==> src/hw/wvm_pkg.sv <==
// wvm_pkg: constants, types and register map of the weighted video mixer.
// assumes a single 100 MHz clock domain and a classic Wishbone register port.
package wvm_pkg;

  // ==========================================================================
  // widths
  localparam int unsigned PIX_W     = 12;
  localparam int unsigned OUT_W     = 13;
  localparam int unsigned DWORD_W   = 15;
  localparam int unsigned FIELD_W   = 3;
  localparam int unsigned MAX_DELAY = 7;
  localparam int unsigned INHERENT_STAGES = 6;

  // ==========================================================================
  // delay word field positions
  localparam int unsigned FLD_PIX_A = 0;
  localparam int unsigned FLD_PIX_B = 3;
  localparam int unsigned FLD_MIX   = 6;
  localparam int unsigned FLD_FMT   = 9;
  localparam int unsigned FLD_RND   = 12;
  localparam logic [DWORD_W-1:0] DWORD_RESET = 15'h0000;

  // ==========================================================================
  // arithmetic constants
  localparam logic [PIX_W-1:0] MIX_ONE     = 12'h800;
  localparam logic [12:0]      MIX_ONE_EXT = 13'h0800;
  localparam int unsigned      FRAC_SHIFT  = 10;
  localparam logic [1:0] RND_8  = 2'h0;
  localparam logic [1:0] RND_10 = 2'h1;
  localparam logic [1:0] RND_12 = 2'h2;
  localparam logic [1:0] RND_13 = 2'h3;
  localparam logic signed [22:0] LIM_UNS_MAX = 23'sh001FFF;
  localparam logic signed [22:0] LIM_SGN_MAX = 23'sh000FFF;
  localparam logic signed [22:0] LIM_SGN_MIN = -23'sh001000;

  // ==========================================================================
  // register map (byte addresses) and fields
  localparam logic [3:0] REG_CTRL   = 4'h0;
  localparam logic [3:0] REG_STATUS = 4'h4;
  localparam logic [3:0] REG_DELAY  = 4'h8;
  localparam int unsigned CTRL_FORCE_BYPASS = 0;
  localparam int unsigned STAT_SAT          = 0;
  localparam int unsigned STAT_BYPASS       = 1;

  // ==========================================================================
  // types
  typedef struct packed {
    logic       fmt_unsigned;
    logic [1:0] rnd;
  } wvm_ctl_s;

  typedef struct packed {
    logic [2:0] rnd;
    logic [2:0] fmt;
    logic [2:0] mix;
    logic [2:0] pix_b;
    logic [2:0] pix_a;
  } wvm_dword_s;

endpackage : wvm_pkg

==> src/hw/wvm_delay_line.sv <==
// wvm_delay_line: programmable 0..7 cycle delay for one input path.
// assumes the select changes only while the path carries no meaningful data.
`timescale 1ns/1ns
module wvm_delay_line
#(
  parameter int unsigned W = 12
)
(
  input  wire logic         clk_i,
  input  wire logic [2:0]   sel_i,
  input  wire logic [W-1:0] din_i,
  output logic      [W-1:0] dout_o
);
  import wvm_pkg::*;

  logic [W-1:0] tap_q [MAX_DELAY];

  // ==========================================================================
  // shift chain, no reset: data path only
  always_ff @(posedge clk_i)
  begin
    tap_q[0] <= din_i;
    for (int i = 1; i < MAX_DELAY; i++)
    begin
      tap_q[i] <= tap_q[i-1];
    end
  end

  always_comb
  begin
    if (sel_i == 3'h0)
    begin
      dout_o = din_i;
    end
    else
    begin
      dout_o = tap_q[sel_i - 3'h1];
    end
  end

endmodule : wvm_delay_line

==> src/hw/wvm_mixer.sv <==
// wvm_mixer: pipelined weighted mixer of two 12-bit pixel streams.
// assumes all stream inputs synchronous to clk_i; strobe, serial, bypass are resynchronised.
//
// Chosen here: the Wishbone register port and the placing of the registers.
`timescale 1ns/1ns
module wvm_mixer
(
  input  wire logic                          clk_i,
  input  wire logic                          reset_n_i,
  input  wire logic [wvm_pkg::PIX_W-1:0]     pixel_a_in_i,
  input  wire logic [wvm_pkg::PIX_W-1:0]     pixel_b_in_i,
  input  wire logic [wvm_pkg::PIX_W-1:0]     mix_factor_in_i,
  input  wire logic                          mix_factor_capture_en_i,
  input  wire logic                          input_format_sel_n_i,
  input  wire logic [1:0]                    round_precision_sel_i,
  input  wire logic                          delay_word_shift_strobe_n_i,
  input  wire logic                          delay_word_serial_in_i,
  input  wire logic                          delay_bypass_i,
  input  wire logic                          output_enable_n_i,
  output logic      [wvm_pkg::OUT_W-1:0]     mixed_pixel_out_o,
  output logic                               mixed_pixel_oe_n_o,
  input  wire logic                          wb_cyc_i,
  input  wire logic                          wb_stb_i,
  input  wire logic                          wb_we_i,
  input  wire logic [3:0]                    wb_adr_i,
  input  wire logic [3:0]                    wb_sel_i,
  input  wire logic [31:0]                   wb_dat_i,
  output logic      [31:0]                   wb_dat_o,
  output logic                               wb_ack_o
);
  import wvm_pkg::*;

  // ==========================================================================
  // helpers
  function automatic logic [2:0] drop_bits(input logic [1:0] rnd);
    case (rnd)
      RND_8:   drop_bits = 3'h5;
      RND_10:  drop_bits = 3'h3;
      RND_12:  drop_bits = 3'h1;
      default: drop_bits = 3'h0;
    endcase
  endfunction : drop_bits

  function automatic logic signed [12:0] ext_pix(input logic [PIX_W-1:0] p, input logic uns);
    ext_pix = uns ? $signed({1'b0, p}) : $signed({p[PIX_W-1], p});
  endfunction : ext_pix

  // ==========================================================================
  // reset release and input resynchronisers
  logic [1:0] rst_sync_q;
  logic       rst_n;
  logic [2:0] strobe_sync_q;
  logic [1:0] serial_sync_q;
  logic [1:0] bypass_sync_q;

  always_ff @(posedge clk_i or negedge reset_n_i)
  begin
    if (!reset_n_i)
    begin
      rst_sync_q <= 2'h0;
    end
    else
    begin
      rst_sync_q <= {rst_sync_q[0], 1'b1};
    end
  end
  assign rst_n = rst_sync_q[1];

  // asynchronous pins sampled here; only the second stage onward is looked at
  always_ff @(posedge clk_i or negedge rst_n)
  begin
    if (!rst_n)
    begin
      strobe_sync_q <= 3'h7;
      serial_sync_q <= 2'h0;
      bypass_sync_q <= 2'h0;
    end
    else
    begin
      strobe_sync_q <= {strobe_sync_q[1:0], delay_word_shift_strobe_n_i};
      serial_sync_q <= {serial_sync_q[0], delay_word_serial_in_i};
      bypass_sync_q <= {bypass_sync_q[0], delay_bypass_i};
    end
  end

  // ==========================================================================
  // delay word shift register and bypass
  logic               strobe_rise;
  logic [DWORD_W-1:0] dword_q;
  logic               force_bypass_q;
  logic               bypass_eff;
  wvm_dword_s         dword_eff;

  assign strobe_rise = strobe_sync_q[1] & ~strobe_sync_q[2];
  assign bypass_eff  = bypass_sync_q[1] | force_bypass_q;
  assign dword_eff   = bypass_eff ? wvm_dword_s'(DWORD_RESET) : wvm_dword_s'(dword_q);

  // extra strobes simply keep the last 15 bits shifted in
  always_ff @(posedge clk_i or negedge rst_n)
  begin
    if (!rst_n)
    begin
      dword_q <= DWORD_RESET;
    end
    else if (strobe_rise)
    begin
      dword_q <= {serial_sync_q[1], dword_q[DWORD_W-1:1]};
    end
  end

  // ==========================================================================
  // stage 1: capture
  logic [PIX_W-1:0] pix_a_q;
  logic [PIX_W-1:0] pix_b_q;
  logic [PIX_W-1:0] mix_q;
  wvm_ctl_s         ctl1_q;

  always_ff @(posedge clk_i)
  begin
    pix_a_q <= pixel_a_in_i;
    pix_b_q <= pixel_b_in_i;
    ctl1_q  <= '{fmt_unsigned: input_format_sel_n_i, rnd: round_precision_sel_i};
  end

  always_ff @(posedge clk_i or negedge rst_n)
  begin
    if (!rst_n)
    begin
      mix_q <= MIX_ONE;
    end
    else if (mix_factor_capture_en_i)
    begin
      mix_q <= mix_factor_in_i[PIX_W-1] ? MIX_ONE : mix_factor_in_i;
    end
  end

  // ==========================================================================
  // per-input programmable delays
  logic [PIX_W-1:0] dly_a;
  logic [PIX_W-1:0] dly_b;
  logic [PIX_W-1:0] dly_m;
  logic [0:0]       dly_f;
  logic [1:0]       dly_r;

  wvm_delay_line #(.W(PIX_W)) u_dly_a (.clk_i(clk_i), .sel_i(dword_eff.pix_a), .din_i(pix_a_q), .dout_o(dly_a));
  wvm_delay_line #(.W(PIX_W)) u_dly_b (.clk_i(clk_i), .sel_i(dword_eff.pix_b), .din_i(pix_b_q), .dout_o(dly_b));
  wvm_delay_line #(.W(PIX_W)) u_dly_m (.clk_i(clk_i), .sel_i(dword_eff.mix), .din_i(mix_q), .dout_o(dly_m));
  wvm_delay_line #(.W(1)) u_dly_f (.clk_i(clk_i), .sel_i(dword_eff.fmt), .din_i(ctl1_q.fmt_unsigned), .dout_o(dly_f));
  wvm_delay_line #(.W(2)) u_dly_r (.clk_i(clk_i), .sel_i(dword_eff.rnd), .din_i(ctl1_q.rnd), .dout_o(dly_r));

  // ==========================================================================
  // stages 2..5: weight, sum, round, saturate
  logic signed [25:0] prod_a_q;
  logic signed [25:0] prod_b_q;
  logic signed [26:0] sum_q;
  logic signed [17:0] rnd_val_q;
  logic [OUT_W-1:0]   sat_val_q;
  logic               sat_ovf_q;
  wvm_ctl_s           ctl2_q;
  wvm_ctl_s           ctl3_q;
  wvm_ctl_s           ctl4_q;
  wvm_ctl_s           ctl5_q;
  wvm_ctl_s           ctl6_q;
  logic               out_ovf_q;

  logic signed [12:0] w_a;
  logic signed [12:0] w_b;
  logic signed [27:0] rnd_sum;
  logic signed [22:0] full_val;
  logic signed [22:0] lim_hi;
  logic signed [22:0] lim_lo;
  logic signed [22:0] low_mask;

  assign w_a      = $signed({1'b0, dly_m});
  assign w_b      = $signed(MIX_ONE_EXT - {1'b0, dly_m});
  assign rnd_sum  = 28'(sum_q) + (28'sh1 <<< (4'd9 + {1'b0, drop_bits(ctl3_q.rnd)}));
  assign full_val = 23'(rnd_val_q) <<< drop_bits(ctl4_q.rnd);
  assign low_mask = ~((23'sh1 <<< drop_bits(ctl4_q.rnd)) - 23'sh1);
  assign lim_hi   = (ctl4_q.fmt_unsigned ? LIM_UNS_MAX : LIM_SGN_MAX) & low_mask;
  assign lim_lo   = ctl4_q.fmt_unsigned ? 23'sh0 : LIM_SGN_MIN;

  always_ff @(posedge clk_i)
  begin
    // weights are in 2^-11 units; the doubling folds into a 10-bit shift
    prod_a_q  <= ext_pix(dly_a, dly_f[0]) * w_a;
    prod_b_q  <= ext_pix(dly_b, dly_f[0]) * w_b;
    ctl2_q    <= '{fmt_unsigned: dly_f[0], rnd: dly_r};
    sum_q     <= 27'(prod_a_q) + 27'(prod_b_q);
    ctl3_q    <= ctl2_q;
    rnd_val_q <= 18'(rnd_sum >>> (4'(FRAC_SHIFT) + {1'b0, drop_bits(ctl3_q.rnd)}));
    ctl4_q    <= ctl3_q;
    ctl5_q    <= ctl4_q;
    if (full_val > lim_hi)
    begin
      sat_val_q <= lim_hi[OUT_W-1:0];
      sat_ovf_q <= 1'b1;
    end
    else if (full_val < lim_lo)
    begin
      sat_val_q <= lim_lo[OUT_W-1:0];
      sat_ovf_q <= 1'b1;
    end
    else
    begin
      sat_val_q <= full_val[OUT_W-1:0];
      sat_ovf_q <= 1'b0;
    end
  end

  // ==========================================================================
  // stage 6: output register and three-state control
  always_ff @(posedge clk_i or negedge rst_n)
  begin
    if (!rst_n)
    begin
      mixed_pixel_out_o <= '0;
      ctl6_q            <= '0;
      out_ovf_q         <= 1'b0;
    end
    else
    begin
      mixed_pixel_out_o <= sat_val_q;
      ctl6_q            <= ctl5_q;
      out_ovf_q         <= sat_ovf_q;
    end
  end

  // enable must act without a clock, so it is the one output not taken from a flop
  assign mixed_pixel_oe_n_o = output_enable_n_i;

  // ==========================================================================
  // wishbone slave: one-wait answer, unmapped reads return zero
  logic sat_sticky_q;
  logic wb_req;
  logic wb_wr;

  assign wb_req = wb_cyc_i & wb_stb_i & ~wb_ack_o;
  assign wb_wr  = wb_req & wb_we_i & wb_sel_i[0];

  always_ff @(posedge clk_i or negedge rst_n)
  begin
    if (!rst_n)
    begin
      wb_ack_o <= 1'b0;
      wb_dat_o <= 32'h0000_0000;
    end
    else
    begin
      wb_ack_o <= wb_req;
      wb_dat_o <= 32'h0000_0000;
      if (wb_req && !wb_we_i)
      begin
        case (wb_adr_i)
          REG_CTRL:   wb_dat_o[CTRL_FORCE_BYPASS] <= force_bypass_q;
          REG_STATUS: wb_dat_o[STAT_BYPASS:STAT_SAT] <= {bypass_eff, sat_sticky_q};
          REG_DELAY:  wb_dat_o[DWORD_W-1:0] <= dword_eff;
          default:    wb_dat_o <= 32'h0000_0000;
        endcase
      end
    end
  end

  always_ff @(posedge clk_i or negedge rst_n)
  begin
    if (!rst_n)
    begin
      force_bypass_q <= 1'b0;
    end
    else if (wb_wr && wb_adr_i == REG_CTRL)
    begin
      force_bypass_q <= wb_dat_i[CTRL_FORCE_BYPASS];
    end
  end

  // a new overflow in the clearing cycle keeps the flag set
  always_ff @(posedge clk_i or negedge rst_n)
  begin
    if (!rst_n)
    begin
      sat_sticky_q <= 1'b0;
    end
    else if (out_ovf_q)
    begin
      sat_sticky_q <= 1'b1;
    end
    else if (wb_wr && wb_adr_i == REG_STATUS && wb_dat_i[STAT_SAT])
    begin
      sat_sticky_q <= 1'b0;
    end
  end
endmodule : wvm_mixer

==> config.mk <==
export PLATFORM = sky130hd
export DESIGN_NAME = wvm_mixer
export DESIGN_NICKNAME = d
export VERILOG_FILES = /design/src/hw/wvm_pkg.sv /design/src/hw/wvm_delay_line.sv /design/src/hw/wvm_mixer.sv
export SDC_FILE = /design/constraint.sdc
export NUM_CORES = 2
export LEC_CHECK = 0
export ABC_AREA = 1
export BUFFER_PORTS_ARGS = -buffer_cell sky130_fd_sc_hd__buf_4
export CAP_MARGIN = 20
export CELL_PAD_IN_SITES_DETAIL_PLACEMENT = 0
export CELL_PAD_IN_SITES_GLOBAL_PLACEMENT = 1
export CORE_MARGIN = 8
export CORE_UTILIZATION = 52
export CTS_CLUSTER_SIZE = 40
export DETAILED_ROUTE_END_ITERATION = 10
export GPL_TIMING_DRIVEN = 0
export PLACE_DENSITY = 0.95
export SLEW_MARGIN = 20
export SYNTH_ARGS = -nofsm -noshare
export SYNTH_HDL_FRONTEND = slang
export SYNTH_SLANG_ARGS = --single-unit
==> constraint.sdc <==
create_clock -name clk_i -period 6.6 [get_ports clk_i]
set_clock_uncertainty 0.15 [all_clocks]
set_input_delay 0.66 -clock clk_i [delete_from_list [all_inputs] [get_ports clk_i]]
set_output_delay 0.66 -clock clk_i [all_outputs]
set_load 0.005 [all_outputs]
# --- Word level (Yosys, flattened, before mapping) ---
# Memories as Yosys holds them, arrays and structs flattened.
# Index checks and enable logic that the tools add are counted.
op_classes:
  n_addsub: 11
  multipliers: 2
  magnitude_cmp: 2
  n_eq_ne: 6
  shifts: 4
  mux: 22
  bitwise: 10
  n_reduce_logical: 14
ops:
  columns: ["cell", "n"]
  rows:
  - ["2-to-1 mux 13 bit", 6]
  - ["multiplier 13 x 13 -> 26 bit", 2]
  - ["2-to-1 mux 12 bit", 4]
  - ["2-to-1 mux 15 bit", 2]
  - ["adder 27 x 28 -> 28 bit", 1]
  - ["<<< shifter 2 x 4 -> 28 bit, first input constant", 1]
  - [">>> shifter 28 x 4 -> 18 bit", 1]
  - ["adder 26 x 26 -> 27 bit", 1]
  - ["bitwise AND 14 x 23 -> 23 bit", 1]
  - ["greater-than comparator 23 bit", 1]
  - ["< comparator 23 bit", 1]
  - ["2-to-1 mux 23 bit", 1]
  - ["NOT 23 bit", 1]
  - ["<<< shifter 18 x 3 -> 23 bit", 1]
  - ["<<< shifter 2 x 3 -> 23 bit, first input constant", 1]
  - ["subtractor 23 x 2 -> 23 bit, second input constant", 1]
  - ["one-hot mux 3 bit (3 select lines)", 2]
  - ["logical NOT 3 bit", 5]
  - ["subtractor 3 x 1 -> 3 bit, second input constant", 5]
  - ["subtractor 12 x 12 -> 13 bit, first input constant", 1]
  - ["adder 4 x 3 -> 4 bit, first input constant", 2]
  - ["bitwise AND 1 bit", 5]
  - ["equality test 2 x 1 -> 1 bit, second input constant", 2]
  - ["equality test 2 bit, second input constant", 2]
  - ["13 further kinds", 21]
totals:
  reg_bits: 215
  ram_bits: 273
  wordCells: 104
  n_memories: 5
mem_list:
  columns: ["memory", "depth", "width", "read_ports", "rd_ports_with_merged_regs", "wr", "line", "rtl"]
  rows:
  - ["u_dly_a.tap_q", 7, 12, 7, 0, 7, "wvm_delay_line.sv:16", "logic [W-1:0] tap_q [MAX_DELAY];"]
  - ["u_dly_b.tap_q", 7, 12, 7, 0, 7, "wvm_delay_line.sv:16", null]
  - ["u_dly_m.tap_q", 7, 12, 7, 0, 7, "wvm_delay_line.sv:16", null]
  - ["u_dly_r.tap_q", 7, 2, 7, 0, 7, "wvm_delay_line.sv:16", null]
  - ["u_dly_f.tap_q", 7, 1, 7, 0, 7, "wvm_delay_line.sv:16", null]

# --- Logic depth before layout (Yosys ltp) ---
logic_depth:
  word_depth: 8
  mapped_depth: 47
  mapped_depth_nobuf: 43

# --- Hierarchy ---
# A second synthesis with hierarchy kept.
unflattened:
  hier_cells: 4158
  hier_area_um2: 33055.5
modules_own_cells:
  columns: ["mod", "n_inst", "cells_each", "area_each_um2", "seq_area_each_um2"]
  rows:
  - ["wvm_mixer", 1, 2998, 23572.6, 4649.5]
  - ["wvm_delay_line (u_dly_a ...)", 3, 352, 2896.5, 1681.6]
  - ["wvm_delay_line (u_dly_r)", 1, 66, 510.5, 280.3]
  - ["wvm_delay_line (u_dly_f)", 1, 38, 282.8, 140.1]

# --- Least setup slack after synthesis ---
# No wires, ideal clock.
synth_timing:
  path_kind: "flip-flop to flip-flop"
  start: "register bypass_sync_q[1]"
  end: "register prod_b_q[25]"
  setup_time_ps: 138
  arrival_time_ps: 7987
  required_ps: 6312
  path_slack_ps: -1675
  stages_incl_launch_ff: 38
  path_buffers: 5
  period_less_slack_ps: 8275
  path_cell_list: "dfrtp_1 nor2_8 buf_2 buf_2 nand2_1 ha_1 buf_2 nand3_1 nand2_1 nand2_1 nor2_2 nor2_8 clkinv_1 buf_1 ha_1 nand2_2 nor2_2 nand2_1 [2 not listed] nand3_1 fa_1 inv_1 fa_1 inv_1 fa_1 inv_1 fa_1 inv_1 fa_1 inv_1 ha_1 ha_1 nand2_1 nor3_1 nand2_1 o311ai_0 xor2_1"
synth_between:
  elab_chain_cells: 7
synth_lines:
  columns: ["item", "line", "rtl"]
  rows:
  - ["start: declaration", "wvm_mixer.sv:54", "logic [1:0] bypass_sync_q;"]
  - ["start signal: assignment", "wvm_mixer.sv:82", "bypass_sync_q <= {bypass_sync_q[0], delay_bypass_i};"]
  - ["bitwise OR 1 bit (*)", "wvm_mixer.sv:95", "assign bypass_eff = bypass_sync_q[1] | force_bypass_q;"]
  - ["2-to-1 mux 15 bit (*)", "wvm_mixer.sv:96", "assign dword_eff = bypass_eff ? wvm_dword_s'(DWORD_RESET) : wvm_dword_s'(dword_q);"]
  - ["subtractor 3 x 1 -> 3 bit", "wvm_delay_line.sv:37", "dout_o = tap_q[sel_i - 3'h1];"]
  - ["memory (7 x 12 bit) / memory (7 x 1 bit) (equally long branches)", null, null]
  - ["2-to-1 mux 12 bit / 2-to-1 mux 1 bit (equally long branches)", "wvm_delay_line.sv:31", "if (sel_i == 3'h0)"]
  - ["subtractor 12 x 12 -> 13 bit / 2-to-1 mux 13 bit (equally long branches)", "wvm_mixer.sv:175, wvm_mixer.sv:45", null]
  - ["multiplier 13 x 13 -> 26 bit (*)", "wvm_mixer.sv:186", "prod_b_q <= ext_pix(dly_b, dly_f[0]) * w_b;"]
  - ["end signal: assignment", "wvm_mixer.sv:186", null]
  - ["end: declaration", "wvm_mixer.sv:154", "logic signed [25:0] prod_b_q;"]
# Mark *: on every way between the ends. The rest lies on a longest branch, timed or not.
# A chain may end at the register's enable or synchronous reset.

# --- Worst setup path in the final report ---
layout_timing:
  start: "register force_bypass_q"
  end: "register prod_b_q[23]"
layout_between:
  elab_chain_cells: 7
layout_lines:
  columns: ["item", "line", "rtl"]
  rows:
  - ["start: declaration", "wvm_mixer.sv:90", "logic force_bypass_q;"]
  - ["start signal: assignment", "wvm_mixer.sv:271", "force_bypass_q <= wb_dat_i[CTRL_FORCE_BYPASS];"]
  - ["bitwise OR 1 bit (*)", "wvm_mixer.sv:95", null]
  - ["2-to-1 mux 15 bit (*)", "wvm_mixer.sv:96", null]
  - ["subtractor 3 x 1 -> 3 bit", "wvm_delay_line.sv:37", null]
  - ["memory (7 x 12 bit) / memory (7 x 1 bit) (equally long branches)", null, null]
  - ["2-to-1 mux 12 bit / 2-to-1 mux 1 bit (equally long branches)", "wvm_delay_line.sv:31", null]
  - ["subtractor 12 x 12 -> 13 bit / 2-to-1 mux 13 bit (equally long branches)", "wvm_mixer.sv:175, wvm_mixer.sv:45", null]
  - ["multiplier 13 x 13 -> 26 bit (*)", "wvm_mixer.sv:186", null]
# Marked as above.

==> flow_metrics.py <==
metrics = {
    "grt": {
        "grt_max_degree": 51,
        "grt_pass1_vias": 27300,
        "overflow": 0,
        "grt_pass1_wl_um": 141000,
        "grt_antenna_before_repair": 1,
        "track_usage_pct": 24.9,
    },
    "worst_hold_path": {
        "min_to": "pix_b_q[7]$_DFF_P_",
        "hold_depth": 1,
        "hp-start": "pixel_b_in_i[7]",
        "worstHoldPathType": "input pin to flip-flop",
    },
    "timing": {
        "hold_viol_final": 0,
        "drv_slew": 0,
        "period_minus_slack_ns": 7.61,
        "maxSlewHeadroom_pct": 41.6,
        "period_share_pct": 115,
        "fmax_mhz": 131,
        "grt_setup_unrepaired": "yes",
        "setup_viol": 31,
        "fin_ws_ns": -1.01,
        "tightest_slew_ns": 0.875,
    },
    "critical_path": {
        "r2r_slack_ns": -1.01,
        "cp-start-kind": "flip-flop",
        "slowest_delay_ns": 0.58,
        "arrival_ns": 7.93,
        "worstPathMaxFanout": 7,
        "reg2reg_from": "force_bypass_q$_DFFE_PN0P_",
        "reg2regPathDepth": 40,
        "cp_slowest_cell": "fa_1",
        "crit_path_end_kind": "flip-flop",
        "cp.required_ns": 6.92,
        "crit_type": "flip-flop to flip-flop",
        "crit_top_cell": "fa_1",
        "r2r_end": "prod_b_q[23]$_DFF_P_",
    },
    "finish": {
        "register_area_mm2": 0.0101,
        "multiInputGateArea_mm2": 0.0207,
        "fill_cells": 4743,
        "area_growth_pct": 23.4,
        "finalNetCount": 4762,
        "layout-drive-gt1-share_pct": 19.0,
    },
    "placement": {
        "pre_cts_slack_ns": -1.88,
        "place_congestion": 0.903,
        "hpwl_um": 64600,
        "io_buffers": 83,
    },
    "floorplan": {
        "dieArea_mm2": 0.0692,
        "start_util_pct": 52.6,
        "coreArea_mm2": 0.0604,
        "rows": 90,
        "fp.dieW_um": 263,
        "dieHeight_um": 263,
        "num_io_pins": 136,
    },
    "routing": {
        "drcViolationCount": 0,
        "routedWlPerCell_um": 17.9,
        "antenna_left": 0,
        "wl_met3_um": 5130,
        "route.met2.wl_um": 43900,
        "maxUsedRoutingLayer": "met4",
        "vias_per_cell": 5.38,
        "drt_pass1_iterations": 5,
        "vias": 26800,
        "wl_met1_um": 35800,
        "first_iter_violations": 1780,
        "totalWireLength_um": 88900,
    },
    "logic_synthesis": {
        "synth_top_family_by_area": "adder cells",
        "yosys_warnings": 0,
        "synth_cell_type_count": 60,
        "syn_area_mm2": 0.0318,
        "synth-adder-area-share_pct": 27.8,
        "synth_mux_area_share_pct": 0.0355,
        "ys_seq_area_share_pct": 31.8,
        "synth-compound-area-share_pct": 8.14,
        "yosys.area_share.simple_pct": 20.4,
        "syn-instance-count": 3784,
        "avgSynthCellArea_um2": 8.39,
        "synth_xor_xnor_area_share_pct": 2.36,
        "ys_seq_elements": 488,
    },
    "clock_tree": {
        "cts_buffer_depth": 3,
        "clk_latency_ns": 0.63,
        "cts_tree": "built",
        "clk_pin_slew_ns": 0.06,
        "cts_buffers": 50,
        "htree_levels": 2,
        "cts-root-buf": "clkbuf_16",
        "clock-sinks": 488,
    },
    "job": {
        "cap_viol_max_count": 0,
    },
    "outcome": {
        "violations": "negative setup slack",
        "status": "finished with violations",
    },
}
==> flip-flops by register name, summed over array words and instances, names as in the netlist, 3 cells and up <==
signal             cells
u_dly_a.tap_q         84
u_dly_b.tap_q         84
u_dly_m.tap_q         84
sum_q                 27
prod_a_q              26
prod_b_q              26
rnd_val_q             18
dword_q               15
wb_dat_o              15
u_dly_r.tap_q         14
mixed_pixel_out_o     13
sat_val_q             13
mix_q                 12
pix_a_q               12
pix_b_q               12
u_dly_f.tap_q          7
ctl1_q                 3
ctl2_q                 3
ctl3_q                 3
ctl4_q                 3
strobe_sync_q          3
==> layer usage <==
layer | vias to the layer above | GRT usage [%]
li1 | 12700 | -
met1 | 12900 | 30.8
met5 | - | 0
met4 | 0 | 9.48
met2 | 997 | 44.0
met3 | 263 | 3.16
==> how the worst max path moves through the flow <==
stage	startpoint	to	slack [ns]	depth (start not counted)
after CTS	bypass_sync_q[1]$_DFF_PN0_	prod_b_q[25]$_DFF_P_	-0.81	41
after global placement	force_bypass_q$_DFFE_PN0P_	prod_b_q[23]$_DFF_P_	-1.91	36
after floorplan	force_bypass_q$_DFFE_PN0P_	prod_b_q[25]$_DFF_P_	-0.46	38
after global routing	force_bypass_q$_DFFE_PN0P_	prod_b_q[23]$_DFF_P_	-1.20	43
after detailed placement	force_bypass_q$_DFFE_PN0P_	prod_b_q[25]$_DFF_P_	-1.88	37
final	force_bypass_q$_DFFE_PN0P_	prod_b_q[23]$_DFF_P_	-1.01	40
==> kinds of logic (layout without fill, tap and decap cells) <==
logic type / after synthesis / in the layout
buffers and inverters: 736 / 1118
AO/OA/AOI/OAI: 432 / 432
multiplexers: 1 / 1
AND/OR/NAND/NOR: 1522 / 1522
other: 2 / 32
XOR/XNOR: 84 / 84
adder cells (fa/ha/maj): 519 / 519
flip-flops: 488 / 488
==> what timing repair did <==
item	4_1_cts	5_1_grt
setup endpoints to repair	39	37
setup buffers	132	45
pin swaps	129	65
resized for setup	308	86
hold buffers	28	0
gates cloned	2	0
hold endpoints to repair	29	0
==> cell type report <==
cell class,count,area share (%)
Multi-Input combinational cell,2589,52.8
Clock inverter,25,0.680
Clock buffer,68,3.60
Sequential cell,488,25.8
Timing Repair inverter,1,0.0192
Tap cell,782,2.50
Inverter,619,6.12
Timing Repair Buffer,289,6.22
Buffer,116,2.23
Antenna cell,1,0.00638
==> placed cells by master, fill, tap and decap left out, types with 46 or more instances in the layout <==
cell	count
dfxtp_1	420
a21oi_1	100
nand3_1	291
o21ai_0	147
fa_1	296
xor2_1	46
ha_1	159
buf_4	269
clkbuf_16	53
dfrtp_1	60
inv_1	554
nand2_1	676
nor2_1	344
==> cells in the mapped netlist (all sizes together) <==
cell type,number,area [um2]
nand2,746,2890
inv,610,2290
dfxtp,420,8410
nor2,388,1570
fa,312,6250
nand3,311,1570
ha,207,2590
o21ai,193,1000
a21oi,126,631
buf,68,455
dfrtp,64,1600
xor2,53,479
clkbuf,49,184
nand4,36,244
xnor2,31,272
nor3,29,145
o221ai,28,245
a31oi,25,255
o211ai,12,90.1
o22ai,10,62.6
clkinv,9,33.8
o21bai,9,67.6
a21o,7,52.6
a211oi,4,30.0
dfstp,4,105
nor4,4,25.0
o21a,4,30.0
nand3b,3,22.5
or2,3,18.8
a21boi,2,15.0
a221oi,2,17.5
a22o,2,17.5
conb,2,7.51
o2111ai,2,17.5
o31ai,2,15.0
a311o,1,10.0
a31o,1,8.76
and2,1,6.26
mux2,1,11.3
nor3b,1,7.51
o221a,1,11.3
o311ai,1,8.76
==> through the flow <==
| step | hold WS [ns] | setup TNS, ns | area [um2] | utilization (%) | std cells |
|---|---|---|---|---|---|
| after global placement | 0.160 | -43.40 | 34100 | 56.4 | 4678 |
| after floorplan | 0.160 | -4.12 | 32500 | - | 3813 |
| final | 0.0358 | -19.95 | 39200 | 64.9 | 4978 |
| after CTS | 0.0103 | -15.21 | 38500 | 63.7 | 4932 |
| after global routing | 0.0213 | -27.14 | 39200 | 64.9 | 4978 |
| after detailed placement | 0.0536 | -43.46 | 34100 | 56.5 | 4679 |
==> critical path, delay by kind of cell (launching register included) <==
family	cells	cell delay (ns)
flip-flops	1	0.45
adder cells (fa/ha/maj)	9	3.70
AND/OR/NAND/NOR	15	1.27
buffers and inverters	11	1.03
AO/OA/AOI/OAI	5	0.82
Power is left out: the tool's default activity adds up to more than one toggle a clock period on the data nets, which glitch-free logic cannot reach.
